--- src/design/bhs_regs.svh ---
`ifndef BHS_REGS_SVH
`define BHS_REGS_SVH

// ----------------------------------------
// Register map
// ----------------------------------------
`define BHS_OFS_CTRL 12'h000
`define BHS_OFS_STATUS 12'h004
`define BHS_OFS_PADDR 12'h008
`define BHS_CTRL_EN_BIT 0
`define BHS_CTRL_RST 1'b1

// ----------------------------------------
// Service codes and related constants
// ----------------------------------------
`define BHS_SVC_RESET 8'h01
`define BHS_SVC_STATE 8'h02
`define BHS_SVC_SETBUSY 8'h03
`define BHS_SVC_QUITBUSY 8'h04
`define BHS_SVC_BUSMON 8'h05
`define BHS_SVC_SETADDR 8'hF1
`define BHS_SVC_SETREP 8'hF2
`define BHS_SVC_START 8'h80
`define BHS_END_MIN 6'h07
`define BHS_IND_RESET 8'h03
`define BHS_CON_LOW 7'h0B
`define BHS_ACK_MASK 8'hCC

`endif

--- src/design/bhs_pkg.sv ---
package bhs_pkg;

	typedef enum logic [2:0] {
		BHS_P_IDLE = 3'b001,
		BHS_P_DATA = 3'b010,
		BHS_P_SKIP = 3'b100
	} bhs_pstate_t;

	typedef enum logic [1:0] {
		BHS_D_POWERUP = 2'b00,
		BHS_D_SYNC = 2'b01,
		BHS_D_STOP = 2'b10,
		BHS_D_NORMAL = 2'b11
	} bhs_dstate_t;

	typedef enum logic [1:0] {
		BHS_RX_DATA = 2'b00,
		BHS_RX_CTRL = 2'b01,
		BHS_RX_ACK = 2'b10
	} bhs_rxkind_t;

	typedef struct packed {
		logic psel;
		logic penable;
		logic pwrite;
		logic [11:0] paddr;
		logic [31:0] pwdata;
	} bhs_apb_req_t;

	typedef struct packed {
		logic [31:0] prdata;
		logic pready;
		logic pslverr;
	} bhs_apb_rsp_t;

	typedef struct packed {
		bhs_pstate_t pst;
		logic [7:0] cmd;
		logic [1:0] cnt;
		logic sc, re, te, pe;
		logic busy, aa, ap, crc, mrk, mon;
		logic [15:0] paddr;
		logic [63:0][7:0] buff;
		logic [63:0] bufv;
		logic [7:0] txrd;
		logic [6:0] tx_len;
		logic tx_act, tx_start;
		logic out_v;
		logic [7:0] out_d;
		logic pend_rst, pend_st, pend_cfg, pend_con, con_ok, pend_fe;
		logic [2:0] fe_bits;
		bhs_dstate_t dst_q;
		logic ctrl_en;
		logic [31:0] rd;
		logic ack_busy, ack_req;
		logic [2:0] ack_bits;
		logic dig_rst;
	} bhs_state_t;

endpackage

--- src/design/bhs_interp.sv ---
`timescale 1ns/1ps
`include "bhs_regs.svh"

module bhs_interp import bhs_pkg::*; (
	input wire logic SYS_CLK_I,
	input wire logic SYS_RST_I,
	input wire bhs_apb_req_t APB_REQ_I,
	output bhs_apb_rsp_t APB_RSP_O,
	input wire logic HOST_RX_VALID_I,
	input wire logic [7:0] HOST_RX_DATA_I,
	output logic HOST_RX_READY_O,
	output logic HOST_TX_VALID_O,
	output logic [7:0] HOST_TX_DATA_O,
	input wire logic HOST_TX_READY_I,
	input wire logic BUS_RX_VALID_I,
	input wire bhs_rxkind_t BUS_RX_KIND_I,
	input wire logic [7:0] BUS_RX_DATA_I,
	output logic BUS_RX_READY_O,
	output logic BUS_TX_START_O,
	output logic [6:0] BUS_TX_LEN_O,
	input wire logic [5:0] BUS_TX_RADDR_I,
	output logic [7:0] BUS_TX_RDATA_O,
	input wire logic BUS_TX_DONE_I,
	input wire logic BUS_TX_OK_I,
	output logic TX_ACTIVE_O,
	input wire logic BUS_ADDR_HIT_I,
	output logic BUS_ACK_BUSY_O,
	output logic ACK_REQ_O,
	output logic [2:0] ACK_BITS_O,
	input wire logic ERR_SC_I,
	input wire logic ERR_RE_I,
	input wire logic ERR_TE_I,
	input wire logic THERM_WARN_I,
	input wire logic FRAME_ERR_I,
	input wire logic [2:0] FRAME_ERR_BITS_I,
	input wire bhs_dstate_t DIG_STATE_I,
	output logic DIG_RESET_O,
	output logic MON_MODE_O,
	output logic BUSY_MODE_O,
	output logic AUTO_ACK_O,
	output logic [15:0] PHYS_ADDR_O
);

	localparam bhs_state_t RST_S = '{
		pst: BHS_P_IDLE,
		dst_q: BHS_D_POWERUP,
		ctrl_en: `BHS_CTRL_RST,
		default: '0
	};

	bhs_state_t s_r;
	bhs_state_t s_nxt;
	logic normal;
	logic host_take;
	logic bus_take;
	logic [7:0] b;
	logic [63:0] len_mask;
	logic [31:0] rd_val;
	logic addr_ok;
	logic apb_wr;

	// ----------------------------------------
	// Handshakes
	// ----------------------------------------
	assign normal = (DIG_STATE_I == BHS_D_NORMAL);
	assign HOST_RX_READY_O = s_r.ctrl_en & ~s_r.pend_st & ~s_r.pend_cfg & ~s_r.pend_con;
	assign BUS_RX_READY_O = ~s_r.out_v;
	assign host_take = HOST_RX_VALID_I & HOST_RX_READY_O;
	assign bus_take = BUS_RX_VALID_I & BUS_RX_READY_O;
	assign b = HOST_RX_DATA_I;
	assign len_mask = (64'h1 << s_r.cmd[5:0]) - 64'h1;

	// ----------------------------------------
	// APB decode
	// ----------------------------------------
	always_comb begin
		addr_ok = 1'b1;
		rd_val = 32'h0000_0000;
		case (APB_REQ_I.paddr)
			`BHS_OFS_CTRL: rd_val = {31'h0, s_r.ctrl_en};
			`BHS_OFS_STATUS: rd_val = {20'h0, s_r.tx_act, s_r.mon, s_r.busy, s_r.aa,
				s_r.ap, s_r.crc, s_r.mrk, s_r.sc, s_r.re, s_r.te, s_r.pe, THERM_WARN_I};
			`BHS_OFS_PADDR: rd_val = {16'h0, s_r.paddr};
			default: addr_ok = 1'b0;
		endcase
	end

	assign apb_wr = APB_REQ_I.psel & APB_REQ_I.penable & APB_REQ_I.pwrite;
	assign APB_RSP_O.prdata = s_r.rd;
	assign APB_RSP_O.pready = 1'b1;
	assign APB_RSP_O.pslverr = APB_REQ_I.psel & APB_REQ_I.penable & ~addr_ok;

	// ----------------------------------------
	// Next state
	// ----------------------------------------
	always_comb begin
		s_nxt = s_r;
		s_nxt.tx_start = 1'b0;
		s_nxt.ack_busy = 1'b0;
		s_nxt.ack_req = 1'b0;
		s_nxt.dig_rst = 1'b0;
		s_nxt.dst_q = DIG_STATE_I;
		s_nxt.txrd = s_r.buff[BUS_TX_RADDR_I];

		if (APB_REQ_I.psel & ~APB_REQ_I.penable) begin
			s_nxt.rd = rd_val;
		end
		if (apb_wr && APB_REQ_I.paddr == `BHS_OFS_CTRL) begin
			s_nxt.ctrl_en = APB_REQ_I.pwdata[`BHS_CTRL_EN_BIT];
		end

		// Output byte slot
		if (s_r.out_v & HOST_TX_READY_I) begin
			s_nxt.out_v = 1'b0;
		end
		if (!s_r.out_v) begin
			if (bus_take) begin
				case (BUS_RX_KIND_I)
					BHS_RX_CTRL: begin
						s_nxt.out_v = 1'b1;
						s_nxt.out_d = {BUS_RX_DATA_I[7], 1'b0, BUS_RX_DATA_I[5], 1'b1,
							BUS_RX_DATA_I[3:2], 2'b00};
					end
					BHS_RX_ACK: begin
						s_nxt.out_v = s_r.mon;
						s_nxt.out_d = BUS_RX_DATA_I & `BHS_ACK_MASK;
					end
					default: begin
						s_nxt.out_v = 1'b1;
						s_nxt.out_d = BUS_RX_DATA_I;
					end
				endcase
			end else if (s_r.pend_rst) begin
				s_nxt.pend_rst = 1'b0;
				s_nxt.out_v = 1'b1;
				s_nxt.out_d = `BHS_IND_RESET;
			end else if (s_r.pend_con) begin
				s_nxt.pend_con = 1'b0;
				s_nxt.out_v = 1'b1;
				s_nxt.out_d = {s_r.con_ok, `BHS_CON_LOW};
			end else if (s_r.pend_fe) begin
				s_nxt.pend_fe = 1'b0;
				s_nxt.out_v = 1'b1;
				s_nxt.out_d = {s_r.fe_bits, 1'b1, 1'b0, 3'b011};
			end else if (s_r.pend_st) begin
				s_nxt.pend_st = 1'b0;
				s_nxt.out_v = 1'b1;
				s_nxt.out_d = {s_r.sc, s_r.re, s_r.te, s_r.pe, THERM_WARN_I, 3'b111};
				s_nxt.sc = 1'b0;
				s_nxt.re = 1'b0;
				s_nxt.te = 1'b0;
				s_nxt.pe = 1'b0;
			end else if (s_r.pend_cfg) begin
				s_nxt.pend_cfg = 1'b0;
				s_nxt.out_v = 1'b1;
				s_nxt.out_d = {2'b00, s_r.aa, s_r.ap, s_r.crc, s_r.mrk, 2'b01};
			end
		end

		// Host command interpreter
		if (host_take) begin
			case (s_r.pst)
				BHS_P_IDLE: begin
					if (b == `BHS_SVC_RESET) begin
						s_nxt = RST_S;
						s_nxt.ctrl_en = s_r.ctrl_en;
						s_nxt.rd = s_nxt.rd | s_r.rd;
						s_nxt.dig_rst = 1'b1;
					end else if (s_r.mon) begin
						s_nxt.pst = BHS_P_IDLE;
					end else if (b == `BHS_SVC_STATE) begin
						s_nxt.pend_st = 1'b1;
					end else if (b == `BHS_SVC_SETBUSY) begin
						s_nxt.busy = s_r.aa;
					end else if (b == `BHS_SVC_QUITBUSY) begin
						s_nxt.busy = 1'b0;
					end else if (b == `BHS_SVC_BUSMON) begin
						s_nxt.mon = 1'b1;
					end else if (b == `BHS_SVC_SETADDR) begin
						s_nxt.pst = BHS_P_DATA;
						s_nxt.cmd = b;
						s_nxt.cnt = 2'd0;
					end else if (b == `BHS_SVC_SETREP || b[7:4] == 4'hE) begin
						s_nxt.pst = BHS_P_SKIP;
						s_nxt.cnt = 2'd3;
					end else if (b[7:2] == 6'b001010) begin
						s_nxt.pst = BHS_P_SKIP;
						s_nxt.cnt = 2'd1;
					end else if (b[7:3] == 5'b00011) begin
						s_nxt.ap = b[2];
						s_nxt.crc = b[1];
						s_nxt.mrk = b[0];
						s_nxt.pend_cfg = 1'b1;
					end else if (b[7:3] == 5'b00010) begin
						if (normal) begin
							s_nxt.busy = 1'b0;
							s_nxt.ack_req = 1'b1;
							s_nxt.ack_bits = b[2:0];
						end else begin
							s_nxt.pe = 1'b1;
							s_nxt.pend_st = 1'b1;
						end
					end else if (b[7:6] == 2'b10 ||
						(b[7:6] == 2'b01 && b[5:0] >= `BHS_END_MIN)) begin
						if (normal) begin
							s_nxt.pst = BHS_P_DATA;
							s_nxt.cmd = b;
							if (b == `BHS_SVC_START) begin
								s_nxt.bufv = '0;
							end
						end else begin
							s_nxt.pe = 1'b1;
							s_nxt.pend_st = 1'b1;
						end
					end
				end
				BHS_P_DATA: begin
					s_nxt.pst = BHS_P_IDLE;
					if (s_r.cmd == `BHS_SVC_SETADDR) begin
						s_nxt.cnt = s_r.cnt + 2'd1;
						if (s_r.cnt == 2'd0) begin
							s_nxt.pst = BHS_P_DATA;
							s_nxt.paddr[15:8] = b;
						end else if (s_r.cnt == 2'd1) begin
							s_nxt.pst = BHS_P_DATA;
							s_nxt.paddr[7:0] = b;
						end else begin
							s_nxt.aa = 1'b1;
							s_nxt.pend_cfg = ~s_r.aa;
						end
					end else if (s_r.cmd[7:6] == 2'b10) begin
						s_nxt.buff[s_r.cmd[5:0]] = b;
						s_nxt.bufv[s_r.cmd[5:0]] = 1'b1;
					end else begin
						s_nxt.buff[s_r.cmd[5:0]] = b;
						s_nxt.bufv = '0;
						if ((s_r.bufv & len_mask) == len_mask) begin
							s_nxt.tx_start = 1'b1;
							s_nxt.tx_act = 1'b1;
							s_nxt.tx_len = {1'b0, s_r.cmd[5:0]} + 7'd1;
						end else begin
							s_nxt.pend_con = 1'b1;
							s_nxt.con_ok = 1'b0;
						end
					end
				end
				BHS_P_SKIP: begin
					s_nxt.cnt = s_r.cnt - 2'd1;
					if (s_r.cnt == 2'd1) begin
						s_nxt.pst = BHS_P_IDLE;
					end
				end
				default: begin
					s_nxt.pst = BHS_P_IDLE;
				end
			endcase
		end

		// Hardware events; a set wins over a same-cycle clear, except pend_rst, which a same-cycle reset service suppresses, and tx_act, which BUS_TX_DONE_I clears
		if (s_r.dst_q != BHS_D_NORMAL && normal && !s_nxt.dig_rst) begin
			s_nxt.pend_rst = 1'b1;
		end
		if (BUS_TX_DONE_I && s_r.tx_act) begin
			s_nxt.tx_act = 1'b0;
			s_nxt.pend_con = 1'b1;
			s_nxt.con_ok = BUS_TX_OK_I;
		end
		if (FRAME_ERR_I) begin
			s_nxt.pend_fe = 1'b1;
			s_nxt.fe_bits = FRAME_ERR_BITS_I;
		end
		if (ERR_SC_I) begin
			s_nxt.sc = 1'b1;
		end
		if (ERR_RE_I) begin
			s_nxt.re = 1'b1;
		end
		if (ERR_TE_I) begin
			s_nxt.te = 1'b1;
		end
		if (BUS_ADDR_HIT_I && s_r.busy && s_r.aa) begin
			s_nxt.ack_busy = 1'b1;
		end
	end

	// ----------------------------------------
	// State register
	// ----------------------------------------
	always_ff @(posedge SYS_CLK_I) begin
		if (SYS_RST_I) begin
			s_r <= RST_S;
		end else begin
			s_r <= s_nxt;
		end
	end

	// ----------------------------------------
	// Outputs
	// ----------------------------------------
	assign HOST_TX_VALID_O = s_r.out_v;
	assign HOST_TX_DATA_O = s_r.out_d;
	assign BUS_TX_START_O = s_r.tx_start;
	assign BUS_TX_LEN_O = s_r.tx_len;
	assign BUS_TX_RDATA_O = s_r.txrd;
	assign TX_ACTIVE_O = s_r.tx_act;
	assign BUS_ACK_BUSY_O = s_r.ack_busy;
	assign ACK_REQ_O = s_r.ack_req;
	assign ACK_BITS_O = s_r.ack_bits;
	assign DIG_RESET_O = s_r.dig_rst;
	assign MON_MODE_O = s_r.mon;
	assign BUSY_MODE_O = s_r.busy;
	assign AUTO_ACK_O = s_r.aa;
	assign PHYS_ADDR_O = s_r.paddr;

endmodule

--- config.mk ---
export PLATFORM = sky130hd
export DESIGN_NAME = bhs_interp
export DESIGN_NICKNAME = d
export VERILOG_FILES = /design/src/design/bhs_pkg.sv /design/src/design/bhs_interp.sv
export VERILOG_INCLUDE_DIRS = /design/src /design/src/design
export SDC_FILE = /design/constraint.sdc
export NUM_CORES = 2
export LEC_CHECK = 0
export ABC_AREA = 1
export BUFFER_PORTS_ARGS = -buffer_cell sky130_fd_sc_hd__buf_2
export CORE_MARGIN = 4
export CORE_UTILIZATION = 55
export CTS_CLUSTER_DIAMETER = 200
export DETAILED_ROUTE_END_ITERATION = 12
export PLACE_DENSITY_LB_ADDON = 0.3
export SLEW_MARGIN = 0
export SYNTH_ARGS = -nofsm -noshare
export SYNTH_HDL_FRONTEND = slang
export SYNTH_SLANG_ARGS = --single-unit
--- constraint.sdc ---
create_clock -name SYS_CLK_I -period 6.8 [get_ports SYS_CLK_I]
set_input_delay 0.68 -clock SYS_CLK_I [delete_from_list [all_inputs] [get_ports SYS_CLK_I]]
set_output_delay 0.68 -clock SYS_CLK_I [all_outputs]
set_load 0.02 [all_outputs]
Word-level counts from Yosys, hierarchy flattened
Index checks and enable logic that the tools add are counted.

storage, ports and cells
  bits in registers = 691
  word-level logic and storage cells = 429
  bits of input ports = 89
  output and inout port bits = 87

cells by class
  add/sub/neg operators = 4
  magnitude comparators = 4
  muxes and demuxes = 170
  reduce and logical (&&, ||, !) cells = 46
  shift-type cells = 1
  bitwise gates (word level) = 22
  eq/ne operators = 82

operators by type and width
  cell                                                 count
  one-hot mux 592 bit (2 select lines)                 1
  two-way mux 64 bit                                   15
  two-way mux 678 bit                                  1
  two-way mux 576 bit                                  1
  two-way mux 528 bit                                  1
  bitwise mux 512 bit                                  1
  two-way mux 4 bit                                    26
  two-way mux 13 bit                                   7
  two-way mux 9 bit                                    9
  inequality test 3 bit (second input constant)        22
  bitwise AND 64 bit                                   1
  == test 64 bit                                       1
  two-way mux 8 bit                                    8
  bitwise OR 64 bit                                    1
  left shift 1 x 6 -> 64 bit (first input constant)    1
  subtractor 64 x 1 -> 64 bit (second input constant)  1
  two-way mux 11 bit                                   5
  two-way mux 2 bit                                    26
  binary-select mux 8 bit (select 6 bit)               1
  demux 8 bit (select 6 bit)                           1
  one-hot mux 16 bit (3 select lines)                  1
  two-way mux 45 bit                                   1
  two-way mux 42 bit                                   1
  two-way mux 1 bit                                    39
  other kinds (60)                                     157

Longest topological paths before layout
  word-level depth = 27
  depth in mapped cells = 24

Worst setup path before layout
Ideal clock, no wire load.

  path type = reg2reg
  from = reg s_r[681] (netlist name)
  to = reg s_r, in the netlist BUS_TX_LEN_O[6]
  cell stages (with the launch flop) = 23
  library setup time = 0.132 ns
  setup slack = 3.910 ns
  clock period less this slack = 2.890 ns
  arrival = 2.757 ns
  data required time = 6.668 ns
  cells stage by stage = dfxtp_1 inv_1 ha_1 buf_2 inv_2 nor2_2 nand2_1 ha_1 nand3_2 nor2_1 nand2_2 nor2_1 nand2_1 nand3_1 nand2_1 nor2_1 nand2_1 nor3_2 nand3_2 nand2_1 nand3_2 nand2_1 a21oi_1

between the ends
  longest elaborated chain between the ends = 6
  elaborated cells on any way between the ends = 13

ends and longest elaborated chain
  item                                    line               source
  from (decl)                             bhs_interp.sv:51   bhs_state_t s_r;
  from (signal assigned)                  bhs_interp.sv:293  s_r <= s_nxt;
  left shift 1 x 6 -> 64 bit              bhs_interp.sv:71   assign len_mask = (64'h1 << s_r.cmd[5:0]) - 64'h1;
  subtractor 64 x 1 -> 64 bit             bhs_interp.sv:71
  bitwise AND 64 bit                      bhs_interp.sv:237  if ((s_r.bufv & len_mask) == len_mask) begin
  == test 64 bit                          bhs_interp.sv:237
  inequality test 2 bit (no source line)  n/a
  AND reduction 6 bit (no source line)    n/a

Parallel ways exist; a longest one is shown, timed or not. The select of a mux whose other input is x is not followed.
A chain may end at the register's enable or synchronous reset.

Final worst setup path
  from = reg s_r[681] (netlist name)
  to = reg s_r[179] (netlist name)

between the ends
  longest elaborated chain between the ends = 7
  elaborated cells on any way between the ends = 11

ends and longest elaborated chain
  item                                                                                                       line                                  source
  less-than comparator 6 x 7 -> 1 bit (implied by the code) or >= comparator 6 x 1 -> 1 bit (tied branches)  bhs_interp.sv:232, bhs_interp.sv:235
  logical AND 1 bit (implied by the code)                                                                    bhs_interp.sv:232, bhs_interp.sv:235
  two-way mux 8 bit (implied by the code)                                                                    bhs_interp.sv:232, bhs_interp.sv:235
  demux 8 bit (select 6 bit)                                                                                 bhs_interp.sv:232, bhs_interp.sv:235
  bitwise mux 512 bit                                                                                        bhs_interp.sv:232, bhs_interp.sv:235
  two-way mux 576 bit                                                                                        bhs_interp.sv:219                     if (s_r.cmd == `BHS_SVC_SETADDR) begin
  one-hot mux 592 bit (2 select lines)                                                                       bhs_interp.sv:162                     case (s_r.pst)

Parallel ways exist; a longest one is shown, timed or not. The select of a mux whose other input is x is not followed.

==> flow_summary.json <==
{
  "critPathMostFrequentCell": "buf_4",
  "start_util_pct": 55.4,
  "num_vias": 38700,
  "grt_start_max_net_pins": 163,
  "drt-total-wl_um": 128000,
  "cts_sinks": 691,
  "fin_nets": 5481,
  "cts_tree": "done",
  "grt_pass1_wl_um": 197000,
  "hold_path_class": "in -> reg",
  "relSlewSlack_pct": 22.1,
  "synthesis.nets": 5686,
  "seq_area_frac_synth_pct": 37.2,
  "syn_avg_cell_area_um2": 6.65,
  "postCtsResizedCells": 0,
  "timing.critical_path.buf_inv": 6,
  "drtIter0Drc": 4913,
  "drv_slew": 0,
  "htree_levels": 3,
  "layout_common_cells": "1000 x a21oi_1, 838 x o21ai_0, 732 x inv_1",
  "cp_top_family": "buffers and inverters",
  "worstPathRequired_ps": 7290,
  "cpMaxStageDelayCell": "nor2_1",
  "routedWlPerCell_um": 20.2,
  "holdBufCountCts": 0,
  "post_cts_buffers": 0,
  "core.rowCount": 95,
  "hpwl_um": 79500,
  "totalNegativeSetupSlack_ps": 0,
  "synth.largest_area_cell": "dfxtp_1",
  "ir_drop_uv": 174,
  "firstDrtPassIters": 6,
  "fmax_mhz": 200,
  "path_cells": "inv_1 -> ha_1 -> buf_4 -> inv_2 -> nor2_2 -> buf_4 -> nand2_1 -> nor3_2 -> nor2_1 -> nor2_1 -> nor3_4 -> clkinv_8 -> buf_4 -> o21ai_0 -> a21oi_1",
  "drive_gt1_share_pct": 7.23,
  "finalCritPeriodShare_pct": 73.5,
  "tightest_slew_ps": 1170,
  "critPathLaunchType": "flop",
  "synth_area_leaders": "dfxtp_1 37%, a21oi_1 13%, o21ai_0 11%",
  "synth-edff-count": 0,
  "finalSetupViolations": 0,
  "die_w_um": 268,
  "ys_types": 51,
  "cts_root_buf": "clkbuf_16",
  "fin_crit_ps": 5000,
  "synth.yosys.warnings": 0,
  "path_max_fanout": 156,
  "grt_pass1_vias": 34800,
  "synthToLayoutAreaGrowth_pct": 7.18,
  "vias_per_cell": 6.13,
  "cts_buffers": 76,
  "rsz0062_at_grt": "false",
  "critPathMaxStageDelay_ps": 660,
  "track_usage_pct": 34.0,
  "ys_seq_elements": 691,
  "die_y_um": 268,
  "async_reset_ff_share_pct": 0,
  "gp_congestion": 1.01,
  "setup_slack_ps": 1800,
  "clkTransAtPathRegs_ps": 60,
  "numPortBuffers": 143,
  "overflow": 0,
  "fin_skew_ps": 33.7,
  "post-place-ws_ps": 2000,
  "clockBufferDepth": 3,
  "synth_top_cell_area_share_pct": 37.2,
  "drc": 0,
  "hold_violations": 0,
  "ys.flop_type": "dfxtp_1",
  "outcome": "finished clean",
  "syn_inst": 5586,
  "syn_area_um2": 37200,
  "drv_cap": 0,
  "antenna_left": 0,
  "leakage_nw": 15.3,
  "clock_latency_ps": 640,
  "crit_type": "reg -> reg",
  "crit_arrival_ps": 5490,
  "powerDensity_nw_per_um2": 243,
  "num-fill-cells": 6450,
  "critPathCaptureType": "flop",
  "grt_antenna_before_repair": 3,
  "final_common_cell": "a21oi_1",
  "coreArea_um2": 67000,
  "ios": 176,
  "dieArea_um2": 71800
}
per-layer routing:
layer | routed length [µm] | track usage, % | part of all wire (%) | vias up
li1 | - | - | - | 18400
met1 | 50800 | 44.9 | 40 | 18000
met2 | 57600 | 53.8 | 45 | 1964
met3 | 11900 | 5.51 | 9.3 | 390
met4 | 7490 | 18.3 | 5.9 | 0
met5 | 0 | 0 | 0 | -
through the flow:
step	util [%]	hold slack, ps	instance area (µm²)	instances	power (mW)
final	59.4	277	39800	6314	9.67
after floorplan	-	420	37200	5586	5.15
after CTS	59.4	250	39800	6312	9.65
after detailed placement	55.6	430	37300	6176	5.51
after global placement	55.6	428	37300	6176	5.50
after global routing	59.4	272	39800	6313	9.98
Yosys cell counts (all sizes together), types with 4 or more instances:
cell    instances
a21boi          5
o32ai           4
o21bai          5
a31oi          12
clkinv          5
nand3         132
nand3b         18
nand2         661
o21ai         908
a21oi        1000
buf           138
a211oi         13
o211ai         23
o31ai           4
ha             11
o22ai          28
inv           757
o221ai          8
a311oi          4
nor3           34
nor2          519
nand4          16
clkbuf        341
a221oi        224
nor4            7
dfxtp         691
state kept, by name, indices dropped and copies added (netlist names):
register / flops
ACK_BITS_O: 3
BUSY_MODE_O: 1
BUS_ACK_BUSY_O: 1
MON_MODE_O: 1
HOST_TX_DATA_O: 8
AUTO_ACK_O: 1
BUS_TX_LEN_O: 7
BUS_TX_RDATA_O: 8
PHYS_ADDR_O: 16
TX_ACTIVE_O: 1
HOST_TX_VALID_O: 1
s_r: 608
APB_RSP_O: 32
BUS_TX_START_O: 1
DIG_RESET_O: 1
ACK_REQ_O: 1
path summary, 6_finish.rpt:
check / start / cells after the start / slack [ps] / to
setup reg to reg: s_r[681]$_SDFFE_PP0P_ / 15 / 1800 / s_r[179]$_SDFFE_PP0P_
hold reg to reg: APB_RSP_O[26]$_SDFFE_PP0P_ / 2 / 440 / APB_RSP_O[26]$_SDFFE_PP0P_
setup / recovery: s_r[681]$_SDFFE_PP0P_ / 15 / 1800 / s_r[179]$_SDFFE_PP0P_
hold / removal: APB_REQ_I[0] / 3 / 280 / s_r[38]$_SDFFE_PP1P_
area by class of cell:
| type | instances | area [µm²] | area share, % |
|---|---|---|---|
| flip-flops and latches | 691 | 13800 | 34.7 |
| clock buffers | 113 | 2230 | 5.60 |
| diodes | 2 | 5.00 | 0.0126 |
| inverters | 762 | 2890 | 7.27 |
| clock inverters | 23 | 285 | 0.716 |
| multi-input cells | 3654 | 18300 | 46.0 |
| well taps | 873 | 1090 | 2.74 |
| repair buffers | 196 | 1180 | 2.97 |
power breakdown:
part	leakage (nW)	total (mW)	internal (mW)	switching (mW)
registers	5.57	4.12	4.09	0.0307
clock network	1.23	4.20	2.47	1.73
logic	8.47	1.35	0.341	1.01
total	15.3	9.67	6.90	2.77
logic make-up (layout without fill, tap and decap cells):
| kind of cell | after synthesis | after routing | share of synthesized area [%] |
|---|---|---|---|
| buffers and inverters | 1241 | 1094 | 13.6 |
| flip-flops | 691 | 691 | 37.2 |
| adder cells (fa/ha/maj) | 11 | 11 | 0.370 |
| AND/OR/NAND/NOR | 1392 | 1392 | 15.5 |
| other | 1 | 3 | 0.0101 |
| AO/OA/AOI/OAI | 2249 | 2249 | 33.3 |
| XOR/XNOR | 1 | 1 | 0.0236 |
worst register-to-register path, delay by kind of cell, from the launching register on:
kind / cells / cell delay, ps
AND/OR/NAND/NOR: 6 / 1830
adder cells (fa/ha/maj): 1 / 210
flip-flops: 1 / 440
buffers and inverters: 6 / 1990
AO/OA/AOI/OAI: 2 / 390
(Power assumes the default switching activity.)
